--- src/uart_pkg.sv ---
package uart_pkg;

	// Bus address width (byte address)
	localparam int ADDR_W = 10;

	// Register indexes; byte address is four times the index
	localparam logic [7:0] IDX_STATUS = 8'h50;
	localparam logic [7:0] IDX_DATA   = 8'h51;
	localparam logic [7:0] IDX_BAUD   = 8'h52;
	localparam logic [7:0] IDX_CTRL1  = 8'h53;
	localparam logic [7:0] IDX_CTRL2  = 8'h54;
	localparam logic [7:0] IDX_RXFINE = 8'h55;
	localparam logic [7:0] IDX_TXFINE = 8'h57;

	// Reset values
	localparam logic [7:0] STATUS_RST = 8'hc0;
	localparam logic [7:0] CTRL1_RST  = 8'h00;
	localparam logic [7:0] CTRL2_RST  = 8'h00;
	localparam logic [7:0] BAUD_RST   = 8'h00;
	localparam logic [7:0] FINE_RST   = 8'h00;

	// Status bit positions
	localparam int SR_TX_BUFFER_EMPTY_FLAG = 7;
	localparam int SR_TC   = 6;
	localparam int SR_RX_FULL_FLAG = 5;
	localparam int SR_IDLE = 4;
	localparam int SR_OVR  = 3;
	localparam int SR_NF   = 2;
	localparam int SR_FE   = 1;

	// Control one bit positions
	localparam int C1_R8   = 7;
	localparam int C1_T8   = 6;
	localparam int C1_M    = 4;
	localparam int C1_WAKE = 3;

	// Control two bit positions
	localparam int C2_TIE  = 7;
	localparam int C2_TX_DONE_IRQ_EN = 6;
	localparam int C2_RIE  = 5;
	localparam int C2_IDLE_IRQ_EN = 4;
	localparam int C2_TE   = 3;
	localparam int C2_RE   = 2;
	localparam int C2_RWU  = 1;
	localparam int C2_SBK  = 0;

	// Baud select field positions
	localparam int BR_PR_LSB = 6;
	localparam int BR_TX_LSB = 3;
	localparam int BR_RX_LSB = 0;

	// Base scaling factors and the 32/16 ratio
	localparam logic [11:0] PR_F0    = 12'h001;
	localparam logic [11:0] PR_F1    = 12'h003;
	localparam logic [11:0] PR_F2    = 12'h004;
	localparam logic [11:0] PR_F3    = 12'h00d;
	localparam logic [11:0] PRE_MULT = 12'h002;

	// Oversampling: ticks per bit, majority window
	localparam logic [3:0] OVS_LAST = 4'hf;
	localparam logic [3:0] VOTE_LO  = 4'h7;
	localparam logic [3:0] VOTE_HI  = 4'h9;

	// Frame length in bit times
	localparam logic [3:0] FLEN8 = 4'ha;
	localparam logic [3:0] FLEN9 = 4'hb;

	// Receiver and transmitter states
	typedef enum logic [2:0] {
		RX_OFF  = 3'b001,
		RX_HUNT = 3'b010,
		RX_DATA = 3'b100
	} rx_state_t;

	typedef enum logic [1:0] {
		TX_IDLE = 2'b01,
		TX_SEND = 2'b10
	} tx_state_t;

endpackage

--- src/uart_regs.sv ---
`timescale 1ns/10ps
`default_nettype none

module uart_regs
(
	// Clock and reset
	input  wire logic                       clk_sys_i,
	input  wire logic                       rst_b_i,
	// Avalon-MM slave
	input  wire logic [uart_pkg::ADDR_W-1:0] avs_address_i,
	input  wire logic                       avs_read_i,
	input  wire logic                       avs_write_i,
	input  wire logic [31:0]                avs_writedata_i,
	input  wire logic [3:0]                 avs_byteenable_i,
	output logic      [31:0]                avs_readdata_o,
	output logic                            avs_waitrequest_o,
	// Serial pins
	input  wire logic                       rx_i,
	output logic                            tx_o,
	output logic                            tx_oe_o,
	// Interrupt request
	output logic                            irq_o
);
	import uart_pkg::*;

	// Whole module state
	typedef struct packed {
		logic        wait_b;   // Waitrequest
		logic [7:0]  rdata;    // Read data
		logic        sr_seen;  // Status access seen
		logic [7:0]  tx_hold;  // Transmit holding
		logic        tx_buffer_empty_flag;     // Holding empty
		logic        tc;       // Transmit done
		logic        rx_full_flag;     // Receive full
		logic        idle;     // Idle line
		logic        ovr;      // Overrun
		logic        nf;       // Noise
		logic        fe;       // Framing error
		logic [7:0]  rx_hold;  // Receive holding
		logic        r8;       // Ninth bit in
		logic        t8;       // Ninth bit out
		logic        m;        // Nine-bit mode
		logic        wake;     // Wake method
		logic        tx_empty_irq_en;      // Enables
		logic        tx_done_irq_en;
		logic        rx_irq_en;
		logic        idle_irq_en;
		logic        tx_on;
		logic        rx_on;
		logic        mute;
		logic        send_break_ctl;
		logic [7:0]  baud;     // Baud select
		logic [7:0]  rx_fine;  // Fine dividers
		logic [7:0]  tx_fine;
		logic        pre_pend; // Preamble owed
		logic        brk_pend; // Break owed
		tx_state_t   tx_st;
		logic [11:0] tx_div;
		logic [3:0]  tx_sub;
		logic [3:0]  tx_bits;
		logic [10:0] tx_shf;
		logic        tx_line;
		rx_state_t   rx_st;
		logic        rx_s1;    // Synchroniser
		logic        rx_s2;
		logic [11:0] rx_div;
		logic [3:0]  rx_sub;
		logic [3:0]  rx_bits;
		logic [8:0]  rx_shf;
		logic [1:0]  vote;
		logic        noise;
		logic [3:0]  idle_bits;
		logic        idle_done;
		logic        idle_arm;
		logic        irq;
	} state_t;

	state_t st_q;    // Registered state
	state_t st_d;    // Next state

	// Event strobes for checking
	logic tx_load;   // Data moved to shift
	logic tx_done;   // Frame finished
	logic rx_load;   // Word to holding
	logic ovr_evt;   // Word lost to overrun
	logic idle_evt;  // Idle line seen

	// Divisor per direction: fine value or 2*scale*2^code
	function automatic logic [11:0] div_of(input logic [7:0] fine,
		input logic [1:0] pr, input logic [2:0] sel);
		logic [11:0] base;
		base = PR_F0;
		unique case (pr)
			2'h0: base = PR_F0;
			2'h1: base = PR_F1;
			2'h2: base = PR_F2;
			2'h3: base = PR_F3;
		endcase
		if (fine != 8'h00)
			div_of = {4'h0, fine};
		else
			div_of = 12'(PRE_MULT * base) << sel;
	endfunction

	logic [11:0] tx_lim;  // Transmit tick divisor
	logic [11:0] rx_lim;  // Receive tick divisor
	logic [3:0]  flen;    // Frame bit times

	// Rate selection
	always_comb
	begin
		tx_lim = div_of(st_q.tx_fine, st_q.baud[BR_PR_LSB+:2],
			st_q.baud[BR_TX_LSB+:3]);
		rx_lim = div_of(st_q.rx_fine, st_q.baud[BR_PR_LSB+:2],
			st_q.baud[BR_RX_LSB+:3]);
		flen = st_q.m ? FLEN9 : FLEN8;
	end

	// Next-state logic
	always_comb
	begin
		logic       req;
		logic       acc;
		logic       hit_w;
		logic       ttick;
		logic       rtick;
		logic       bitv;
		logic       msb;
		logic       take;
		logic [7:0] rd;
		logic [7:0] wd;
		req   = avs_read_i | avs_write_i;
		acc   = req & ~st_q.wait_b;
		hit_w = avs_write_i & avs_byteenable_i[0];
		ttick = 1'b0;
		rtick = 1'b0;
		bitv  = 1'b0;
		msb   = 1'b0;
		take  = 1'b0;
		rd    = 8'h00;
		wd    = avs_writedata_i[7:0];
		st_d  = st_q;
		tx_load  = 1'b0;
		tx_done  = 1'b0;
		rx_load  = 1'b0;
		ovr_evt  = 1'b0;
		idle_evt = 1'b0;

		// Read mux; unmapped reads return zero
		unique case (avs_address_i[ADDR_W-1:2])
			IDX_STATUS:
			begin
				rd[SR_TX_BUFFER_EMPTY_FLAG] = st_q.tx_buffer_empty_flag;
				rd[SR_TC]   = st_q.tc;
				rd[SR_RX_FULL_FLAG] = st_q.rx_full_flag;
				rd[SR_IDLE] = st_q.idle;
				rd[SR_OVR]  = st_q.ovr;
				rd[SR_NF]   = st_q.nf;
				rd[SR_FE]   = st_q.fe;
			end
			IDX_DATA:   rd = st_q.rx_hold;
			IDX_BAUD:   rd = st_q.baud;
			IDX_CTRL1:
			begin
				rd[C1_R8]   = st_q.r8;
				rd[C1_T8]   = st_q.t8;
				rd[C1_M]    = st_q.m;
				rd[C1_WAKE] = st_q.wake;
			end
			IDX_CTRL2:
				rd = {st_q.tx_empty_irq_en, st_q.tx_done_irq_en, st_q.rx_irq_en, st_q.idle_irq_en,
					st_q.tx_on, st_q.rx_on, st_q.mute, st_q.send_break_ctl};
			IDX_RXFINE: rd = st_q.rx_fine;
			IDX_TXFINE: rd = st_q.tx_fine;
			default:    rd = 8'h00;
		endcase

		// One wait cycle, then the access is taken
		st_d.wait_b = ~(req & st_q.wait_b);
		if (req & st_q.wait_b)
			st_d.rdata = avs_read_i ? rd : 8'h00;

		// Register side effects at the accepting edge
		if (acc)
		begin
			unique case (avs_address_i[ADDR_W-1:2])
				IDX_STATUS:
					st_d.sr_seen = 1'b1;
				IDX_DATA:
				begin
					st_d.sr_seen = 1'b0;
					if (avs_read_i & st_q.sr_seen)
					begin
						st_d.rx_full_flag = 1'b0;
						st_d.idle = 1'b0;
						st_d.ovr  = 1'b0;
						st_d.nf   = 1'b0;
						st_d.fe   = 1'b0;
					end
					if (hit_w)
					begin
						st_d.tx_hold = wd;
						if (st_q.sr_seen)
						begin
							st_d.tx_buffer_empty_flag = 1'b0;
							st_d.tc   = 1'b0;
						end
					end
				end
				IDX_BAUD:
					if (hit_w) st_d.baud = wd;
				IDX_CTRL1:
					if (hit_w)
					begin
						st_d.t8   = wd[C1_T8];
						st_d.m    = wd[C1_M];
						st_d.wake = wd[C1_WAKE];
					end
				IDX_CTRL2:
					if (hit_w)
					begin
						st_d.tx_empty_irq_en   = wd[C2_TIE];
						st_d.tx_done_irq_en  = wd[C2_TX_DONE_IRQ_EN];
						st_d.rx_irq_en   = wd[C2_RIE];
						st_d.idle_irq_en  = wd[C2_IDLE_IRQ_EN];
						st_d.tx_on = wd[C2_TE];
						st_d.rx_on = wd[C2_RE];
						st_d.mute  = wd[C2_RWU];
						st_d.send_break_ctl   = wd[C2_SBK];
						// Break on a rising break bit
						if (wd[C2_SBK] & ~st_q.send_break_ctl)
							st_d.brk_pend = 1'b1;
						// Enable dropped mid-frame owes a preamble
						if (~wd[C2_TE] & st_q.tx_on & (st_q.tx_st == TX_SEND))
							st_d.pre_pend = 1'b1;
					end
				IDX_RXFINE:
					if (hit_w) st_d.rx_fine = wd;
				IDX_TXFINE:
					if (hit_w) st_d.tx_fine = wd;
				default: ;
			endcase
		end

		// Transmit tick at 16 times the bit rate
		if (st_q.tx_div >= tx_lim - 12'h001)
		begin
			st_d.tx_div = 12'h000;
			ttick = 1'b1;
		end
		else
			st_d.tx_div = st_q.tx_div + 12'h001;

		// Transmitter
		unique case (st_q.tx_st)
			TX_IDLE:
			begin
				st_d.tx_line = 1'b1;
				if (st_q.tx_on)
				begin
					if (st_q.send_break_ctl | st_q.brk_pend)
					begin
						st_d.tx_shf   = 11'h000;
						st_d.brk_pend = 1'b0;
						st_d.tx_st    = TX_SEND;
					end
					else if (st_q.pre_pend)
					begin
						st_d.tx_shf   = 11'h7ff;
						st_d.pre_pend = 1'b0;
						st_d.tx_st    = TX_SEND;
					end
					else if (~st_q.tx_buffer_empty_flag)
					begin
						// Start bit in bit 0, data from its LSB
						st_d.tx_shf = {2'b11, st_q.tx_hold, 1'b0};
						if (st_q.m)
							st_d.tx_shf[9] = st_q.t8;
						st_d.tx_buffer_empty_flag  = 1'b1;
						st_d.tx_st = TX_SEND;
						tx_load    = 1'b1;
					end
					st_d.tx_bits = flen;
					st_d.tx_sub  = OVS_LAST;
				end
			end
			TX_SEND:
				if (ttick)
				begin
					st_d.tx_sub = st_q.tx_sub + 4'h1;
					if (st_q.tx_sub == OVS_LAST)
					begin
						if (st_q.tx_bits != 4'h0)
						begin
							st_d.tx_line = st_q.tx_shf[0];
							st_d.tx_shf  = {1'b1, st_q.tx_shf[10:1]};
							st_d.tx_bits = st_q.tx_bits - 4'h1;
						end
						else
						begin
							st_d.tx_line = 1'b1;
							st_d.tc      = 1'b1;
							st_d.tx_st   = TX_IDLE;
							tx_done      = 1'b1;
						end
					end
				end
			default: st_d.tx_st = TX_IDLE;
		endcase

		// Receive line synchroniser
		st_d.rx_s1 = rx_i;
		st_d.rx_s2 = st_q.rx_s1;

		// Receive tick at 16 times the bit rate
		if (st_q.rx_div >= rx_lim - 12'h001)
		begin
			st_d.rx_div = 12'h000;
			rtick = 1'b1;
		end
		else
			st_d.rx_div = st_q.rx_div + 12'h001;

		// Receiver
		unique case (st_q.rx_st)
			RX_OFF:
			begin
				st_d.idle_bits = 4'h0;
				st_d.idle_done = 1'b0;
				if (st_q.rx_on)
					st_d.rx_st = RX_HUNT;
			end
			RX_HUNT:
				if (~st_q.rx_on)
					st_d.rx_st = RX_OFF;
				else if (~st_q.rx_s2)
				begin
					// Start edge: sample this frame from tick zero
					st_d.rx_st     = RX_DATA;
					st_d.rx_sub    = 4'h0;
					st_d.rx_bits   = 4'h0;
					st_d.vote      = 2'h0;
					st_d.noise     = 1'b0;
					st_d.idle_bits = 4'h0;
					st_d.idle_done = 1'b0;
				end
				else if (rtick)
				begin
					// Count whole bit times of high line
					st_d.rx_sub = st_q.rx_sub + 4'h1;
					if ((st_q.rx_sub == OVS_LAST) & ~st_q.idle_done)
					begin
						st_d.idle_bits = st_q.idle_bits + 4'h1;
						if (st_q.idle_bits + 4'h1 == flen)
						begin
							st_d.idle_done = 1'b1;
							idle_evt       = 1'b1;
						end
					end
				end
			RX_DATA:
				if (~st_q.rx_on)
					st_d.rx_st = RX_OFF;
				else if (rtick)
				begin
					st_d.rx_sub = st_q.rx_sub + 4'h1;
					if ((st_q.rx_sub >= VOTE_LO) & (st_q.rx_sub <= VOTE_HI))
						st_d.vote = st_q.vote + {1'b0, st_q.rx_s2};
					if (st_q.rx_sub == OVS_LAST)
					begin
						// Majority of three; disagreement is noise
						bitv = st_q.vote[1];
						st_d.vote  = 2'h0;
						st_d.noise = st_q.noise |
							((st_q.vote != 2'h0) & (st_q.vote != 2'h3));
						st_d.rx_bits = st_q.rx_bits + 4'h1;
						if ((st_q.rx_bits == 4'h0) & bitv)
							st_d.rx_st = RX_HUNT;
						else if (st_q.rx_bits == flen - 4'h1)
						begin
							st_d.rx_st = RX_HUNT;
							msb  = st_q.m ? st_q.rx_shf[8] : st_q.rx_shf[7];
							take = ~st_q.mute;
							if (st_q.mute & st_q.wake & msb)
							begin
								st_d.mute = 1'b0;
								take      = 1'b1;
							end
							if (take & st_q.rx_full_flag)
							begin
								st_d.ovr = 1'b1;
								ovr_evt  = 1'b1;
							end
							else if (take)
							begin
								st_d.rx_hold  = st_q.rx_shf[7:0];
								if (st_q.m)
									st_d.r8 = st_q.rx_shf[8];
								st_d.rx_full_flag     = 1'b1;
								st_d.nf       = st_d.noise;
								st_d.fe       = ~bitv;
								st_d.idle_arm = 1'b1;
								rx_load       = 1'b1;
							end
						end
						else if (st_q.rx_bits != 4'h0)
							st_d.rx_shf[st_q.rx_bits - 4'h1] = bitv;
					end
				end
			default: st_d.rx_st = RX_OFF;
		endcase

		// Idle line: wakes a muted receiver when wake is clear, or flags once if not muted
		if (idle_evt)
		begin
			if (st_q.mute & ~st_q.wake)
				st_d.mute = 1'b0;
			else if (~st_q.mute & st_q.idle_arm)
			begin
				st_d.idle     = 1'b1;
				st_d.idle_arm = 1'b0;
			end
		end

		// Combined interrupt request
		st_d.irq = (st_q.tx_empty_irq_en & st_q.tx_buffer_empty_flag) | (st_q.tx_done_irq_en & st_q.tc) |
			(st_q.rx_irq_en & (st_q.ovr | st_q.rx_full_flag)) |
			(st_q.idle_irq_en & st_q.idle);
	end

	// State register
	always_ff @(posedge clk_sys_i or negedge rst_b_i)
	begin
		if (!rst_b_i)
		begin
			st_q          <= '0;
			st_q.wait_b   <= 1'b1;
			st_q.tx_buffer_empty_flag     <= STATUS_RST[SR_TX_BUFFER_EMPTY_FLAG];
			st_q.tc       <= STATUS_RST[SR_TC];
			st_q.m        <= CTRL1_RST[C1_M];
			st_q.tx_on    <= CTRL2_RST[C2_TE];
			st_q.baud     <= BAUD_RST;
			st_q.rx_fine  <= FINE_RST;
			st_q.tx_fine  <= FINE_RST;
			st_q.tx_st    <= TX_IDLE;
			st_q.tx_line  <= 1'b1;
			st_q.rx_st    <= RX_OFF;
			st_q.rx_s1    <= 1'b1;
			st_q.rx_s2    <= 1'b1;
			st_q.idle_arm <= 1'b1;
		end
		else
			st_q <= st_d;
	end

	// Outputs straight from flops
	assign avs_readdata_o    = {24'h000000, st_q.rdata};
	assign avs_waitrequest_o = st_q.wait_b;
	assign tx_o              = st_q.tx_line;
	assign tx_oe_o           = st_q.tx_on;
	assign irq_o             = st_q.irq;
endmodule // uart_regs

`default_nettype wire

--- config.mk ---
export PLATFORM = sky130hd
export DESIGN_NAME = uart_regs
export DESIGN_NICKNAME = d
export VERILOG_FILES = /design/src/uart_pkg.sv /design/src/uart_regs.sv
export SDC_FILE = /design/constraint.sdc
export NUM_CORES = 1
export LEC_CHECK = 0
export ABC_CLOCK_PERIOD_IN_PS = 5900
export BUFFER_PORTS_ARGS = -buffer_cell sky130_fd_sc_hd__buf_2
export CAP_MARGIN = 20
export CORE_MARGIN = 3
export CORE_UTILIZATION = 35
export CTS_BUF_LIST = sky130_fd_sc_hd__clkbuf_4 sky130_fd_sc_hd__clkbuf_8 sky130_fd_sc_hd__clkbuf_16
export DETAILED_ROUTE_END_ITERATION = 16
export MAX_ROUTING_LAYER = met4
export SLEW_MARGIN = 20
export SYNTH_ARGS = -nofsm -noshare
export SYNTH_HDL_FRONTEND = slang
export SYNTH_SLANG_ARGS = --single-unit
export TNS_END_PERCENT = 100
--- constraint.sdc ---
create_clock -name clk_sys_i -period 5.9 [get_ports clk_sys_i]
set_clock_uncertainty 0.1 [all_clocks]
set_input_delay 0.59 -clock clk_sys_i [delete_from_list [all_inputs] [get_ports clk_sys_i]]
set_output_delay 0.59 -clock clk_sys_i [all_outputs]
set_load 0.02 [all_outputs]
==> impl_metrics.yaml <==
setup_path:
  crit_cells: 17
  cp-start-kind: "register"
  path_cells: "or4_1, nor4_1, a31oi_1, ha_1, nor4b_1, o41a_1, a31oi_1, nor3_1, o21ai_1, a22oi_1, ha_1, nand2_1, nor2_1, a31oi_1, and2_0, nor4b_4, mux2_2"
  worst-endpoint-required_ns: 6.11
  crit_slowest_cell: "or4_1"
  crit_type: "register to register"
  slowest_delay_ns: 0.65
  path_common_cell: "a31oi_1"
  path_max_fanout: 8
  ff2ff_path_depth: 17
  worst-path-buf-inv: 0
  cp.arrival_ns: 5.49
  endpoint_kind: "register"
  cp_top_family: "simple AND/OR/NAND/NOR gates"
cts:
  htree_levels: 4
  cts_tree: "built"
  ctsResizeCount: 0
  insertion_delay_ns: 0.42
  root_buffer: "clkbuf_16"
  cts_hold_buf: 0
  cts.path.max_buffers: 2
  cts_setup_buffers: 0
  clkTransAtPathRegs_ns: 0.06
  cts_num_sinks: 149
  numCtsBuffers: 17
logic_synthesis:
  avgSynthCellArea_sq_um: 9.52
  yosysUniqueCellTypes: 85
  synth_edf_count: 0
  syn-instance-count: 977
  synth_top_family_by_area: "simple AND/OR/NAND/NOR gates"
  synth-simple-area-share_pct: 18.6
  yosysSeqAreaShare_pct: 40.2
  synthXorXnorAreaFrac_pct: 3.67
  synth-compound-area-share_pct: 15.6
  synthAdderAreaFrac_pct: 5.38
  syn-cell-area_sq_mm: 0.00930
  async_flop_share_pct: 100
  ys_ff_latch: 149
  yosys_warnings: 0
  synth_flop_cell: "dfrtp_1"
  synthMuxAreaShare_pct: 10.7
timing:
  slew_viol_final: 0
  finalCriticalPeriod_ns: 5.28
  setup_violations: 0
  final.setup.tns_ns: 0
  rsz0062_at_grt: "false"
  period_share_pct: 89.6
  final_hold_viol_count: 0
  slew_headroom_pct: 41.1
  holdWs_ns: 0.161
  tightest_slew_ns: 0.884
  setup_slack_ns: 0.616
  max_freq_mhz: 189
routing:
  routed_wl_microns: 22400
  routedWlPerCell_microns: 16.8
  vias_per_cell: 5.46
  vias: 7272
  drc: 0
  dr.pass1.iters: 5
  drtIter0Drc: 507
  ant_nets: 0
power:
  seqPwrFrac_pct: 41.6
  irDropWorstVdd_mv: 0.176
  p_clk_share_pct: 43.1
  p_leak_uw: 0.00463
  switching_share_pct: 29.6
  power_frac_comb_pct: 15.3
  p_per_area_mw_per_mm2: 260
  p_int_uw: 1880
  p_switching_uw: 787
floorplan:
  dieArea_sq_mm: 0.0286
  die_y_microns: 169
  start_util_pct: 35.7
  num_io_pins: 87
  die_w_microns: 169
  core-area_sq_mm: 0.0261
  fp-row-count: 59
status:
  status: "completed"
min_path:
  hold_depth: 1
  min_path_type: "input port to register"
grt:
  grt_use_total_pct: 16.4
  antenna_found_initial: 0
  grt_pass1_wl_microns: 37100
  grt_overflow: 0
  grt_max_degree: 95
  grt_pass1_vias: 6902
finish:
  fill_cells: 2622
  nets: 1076
  drive_gt1_share_pct: 17.4
  num_antenna_cells: 0
  area_growth_pct: 10.3
place:
  port_buffers: 33
  globalplace.congestion: 0.856
  place_ws_ns: 0.633
  dp_hpwl_microns: 15900
job:
  maxCapViolCount: 0
[sequential cells by signal, indices dropped and copies added, names as in the netlist, named ones only]
register and flops:
irq_o 1, tx_o 1, tx_oe_o 1, avs_waitrequest_o 1
st_d 1, avs_readdata_o 8, st_q 127
[cell type report]
class | instances | area (sq um) | area share (%)
Inverter | 29 | 109 | 1.06
Timing Repair Buffer | 44 | 254 | 2.48
Clock buffer | 17 | 425 | 4.15
Multi-Input combinational cell | 744 | 5120 | 49.9
Clock inverter | 15 | 191 | 1.87
Tap cell | 335 | 419 | 4.09
Sequential cell | 149 | 3740 | 36.5
[cell usage in the layout (no fill, tap or decap), types with 10 or more instances in the layout]
| cell type | count |
|---|---|
| nand4_1 | 16 |
| xor2_1 | 20 |
| a21oi_1 | 52 |
| o21ai_0 | 71 |
| nor2_1 | 80 |
| conb_1 | 24 |
| and3_1 | 17 |
| mux2_2 | 65 |
| buf_2 | 32 |
| xnor2_1 | 19 |
| ha_1 | 40 |
| inv_1 | 29 |
| dfrtp_1 | 140 |
| mux2i_1 | 16 |
| a31oi_1 | 18 |
| nand2b_1 | 14 |
| nor3_1 | 16 |
| clkbuf_16 | 17 |
| nand3_1 | 29 |
| buf_4 | 11 |
| nand2_1 | 81 |
| nor2b_1 | 10 |
[final timing paths]
| kind | slack (ns) | start | endpoint |
|---|---|---|---|
| hold / removal | 0.16 | rx_i | st_d[39] |
| min in group asynchronous | 0.18 | rst_b_i | st_q[60] |
| setup / recovery | 0.62 | st_q[92] | st_q[118] |
| max in group asynchronous | 4.26 | rst_b_i | async pin |
| setup reg to reg | 0.62 | st_q[92] | st_q[118] |
| hold reg to reg | 0.26 | st_d[39] | st_q[39] |
[logic make-up (layout without fill, tap and decap cells)]
kind of cell	Yosys count	after routing
DFF	149	149
buffers and inverters	107	105
other	1	24
adders and majority gates	40	40
and+or+nand+nor	328	328
muxes	86	86
AOI/OAI and AO/OA	227	227
xor gates and xnor gates	39	39
[metal layers]
metal | vias up | wire (microns) | share of wire [%] | track usage [%]
met3 | 22 | 721 | 3.2 | 3.06
met1 | 3590 | 10500 | 47 | 21.6
met5 | - | 0 | 0 | -
li1 | 3526 | - | - | -
met4 | 0 | 312 | 1.4 | 4.52
met2 | 134 | 10900 | 49 | 26.3
[stage by stage]
step	util (%)	instance area [sq um]	power [uW]	cells
floorplan	-	9390	1410	1000
detailed placement	37.0	9640	1540	1301
global placement	37.0	9640	1520	1301
finish	39.4	10300	2660	1333
CTS	39.4	10300	2700	1333
global route	39.4	10300	2800	1333
[Yosys cell counts, drive strengths merged, types with 20 or more instances]
cell type | count | area [sq um]
nor2 | 81 | 307
nand2 | 81 | 304
xor2 | 20 | 175
o21ai | 73 | 365
ha | 40 | 500
mux2 | 66 | 743
a21oi | 53 | 277
inv | 29 | 109
buf | 46 | 312
dfrtp | 140 | 3500
clkbuf | 32 | 120
nand3 | 29 | 145
[power by group through the flow]
stage	clock, uW	sequential, uW	combinational, uW
floorplan	0	1110	295
global placement	0	1130	399
detailed placement	0	1130	411
CTS	1180	1110	412
global route	1220	1120	465
finish	1150	1110	408
Power figures use the tool's default switching activity.
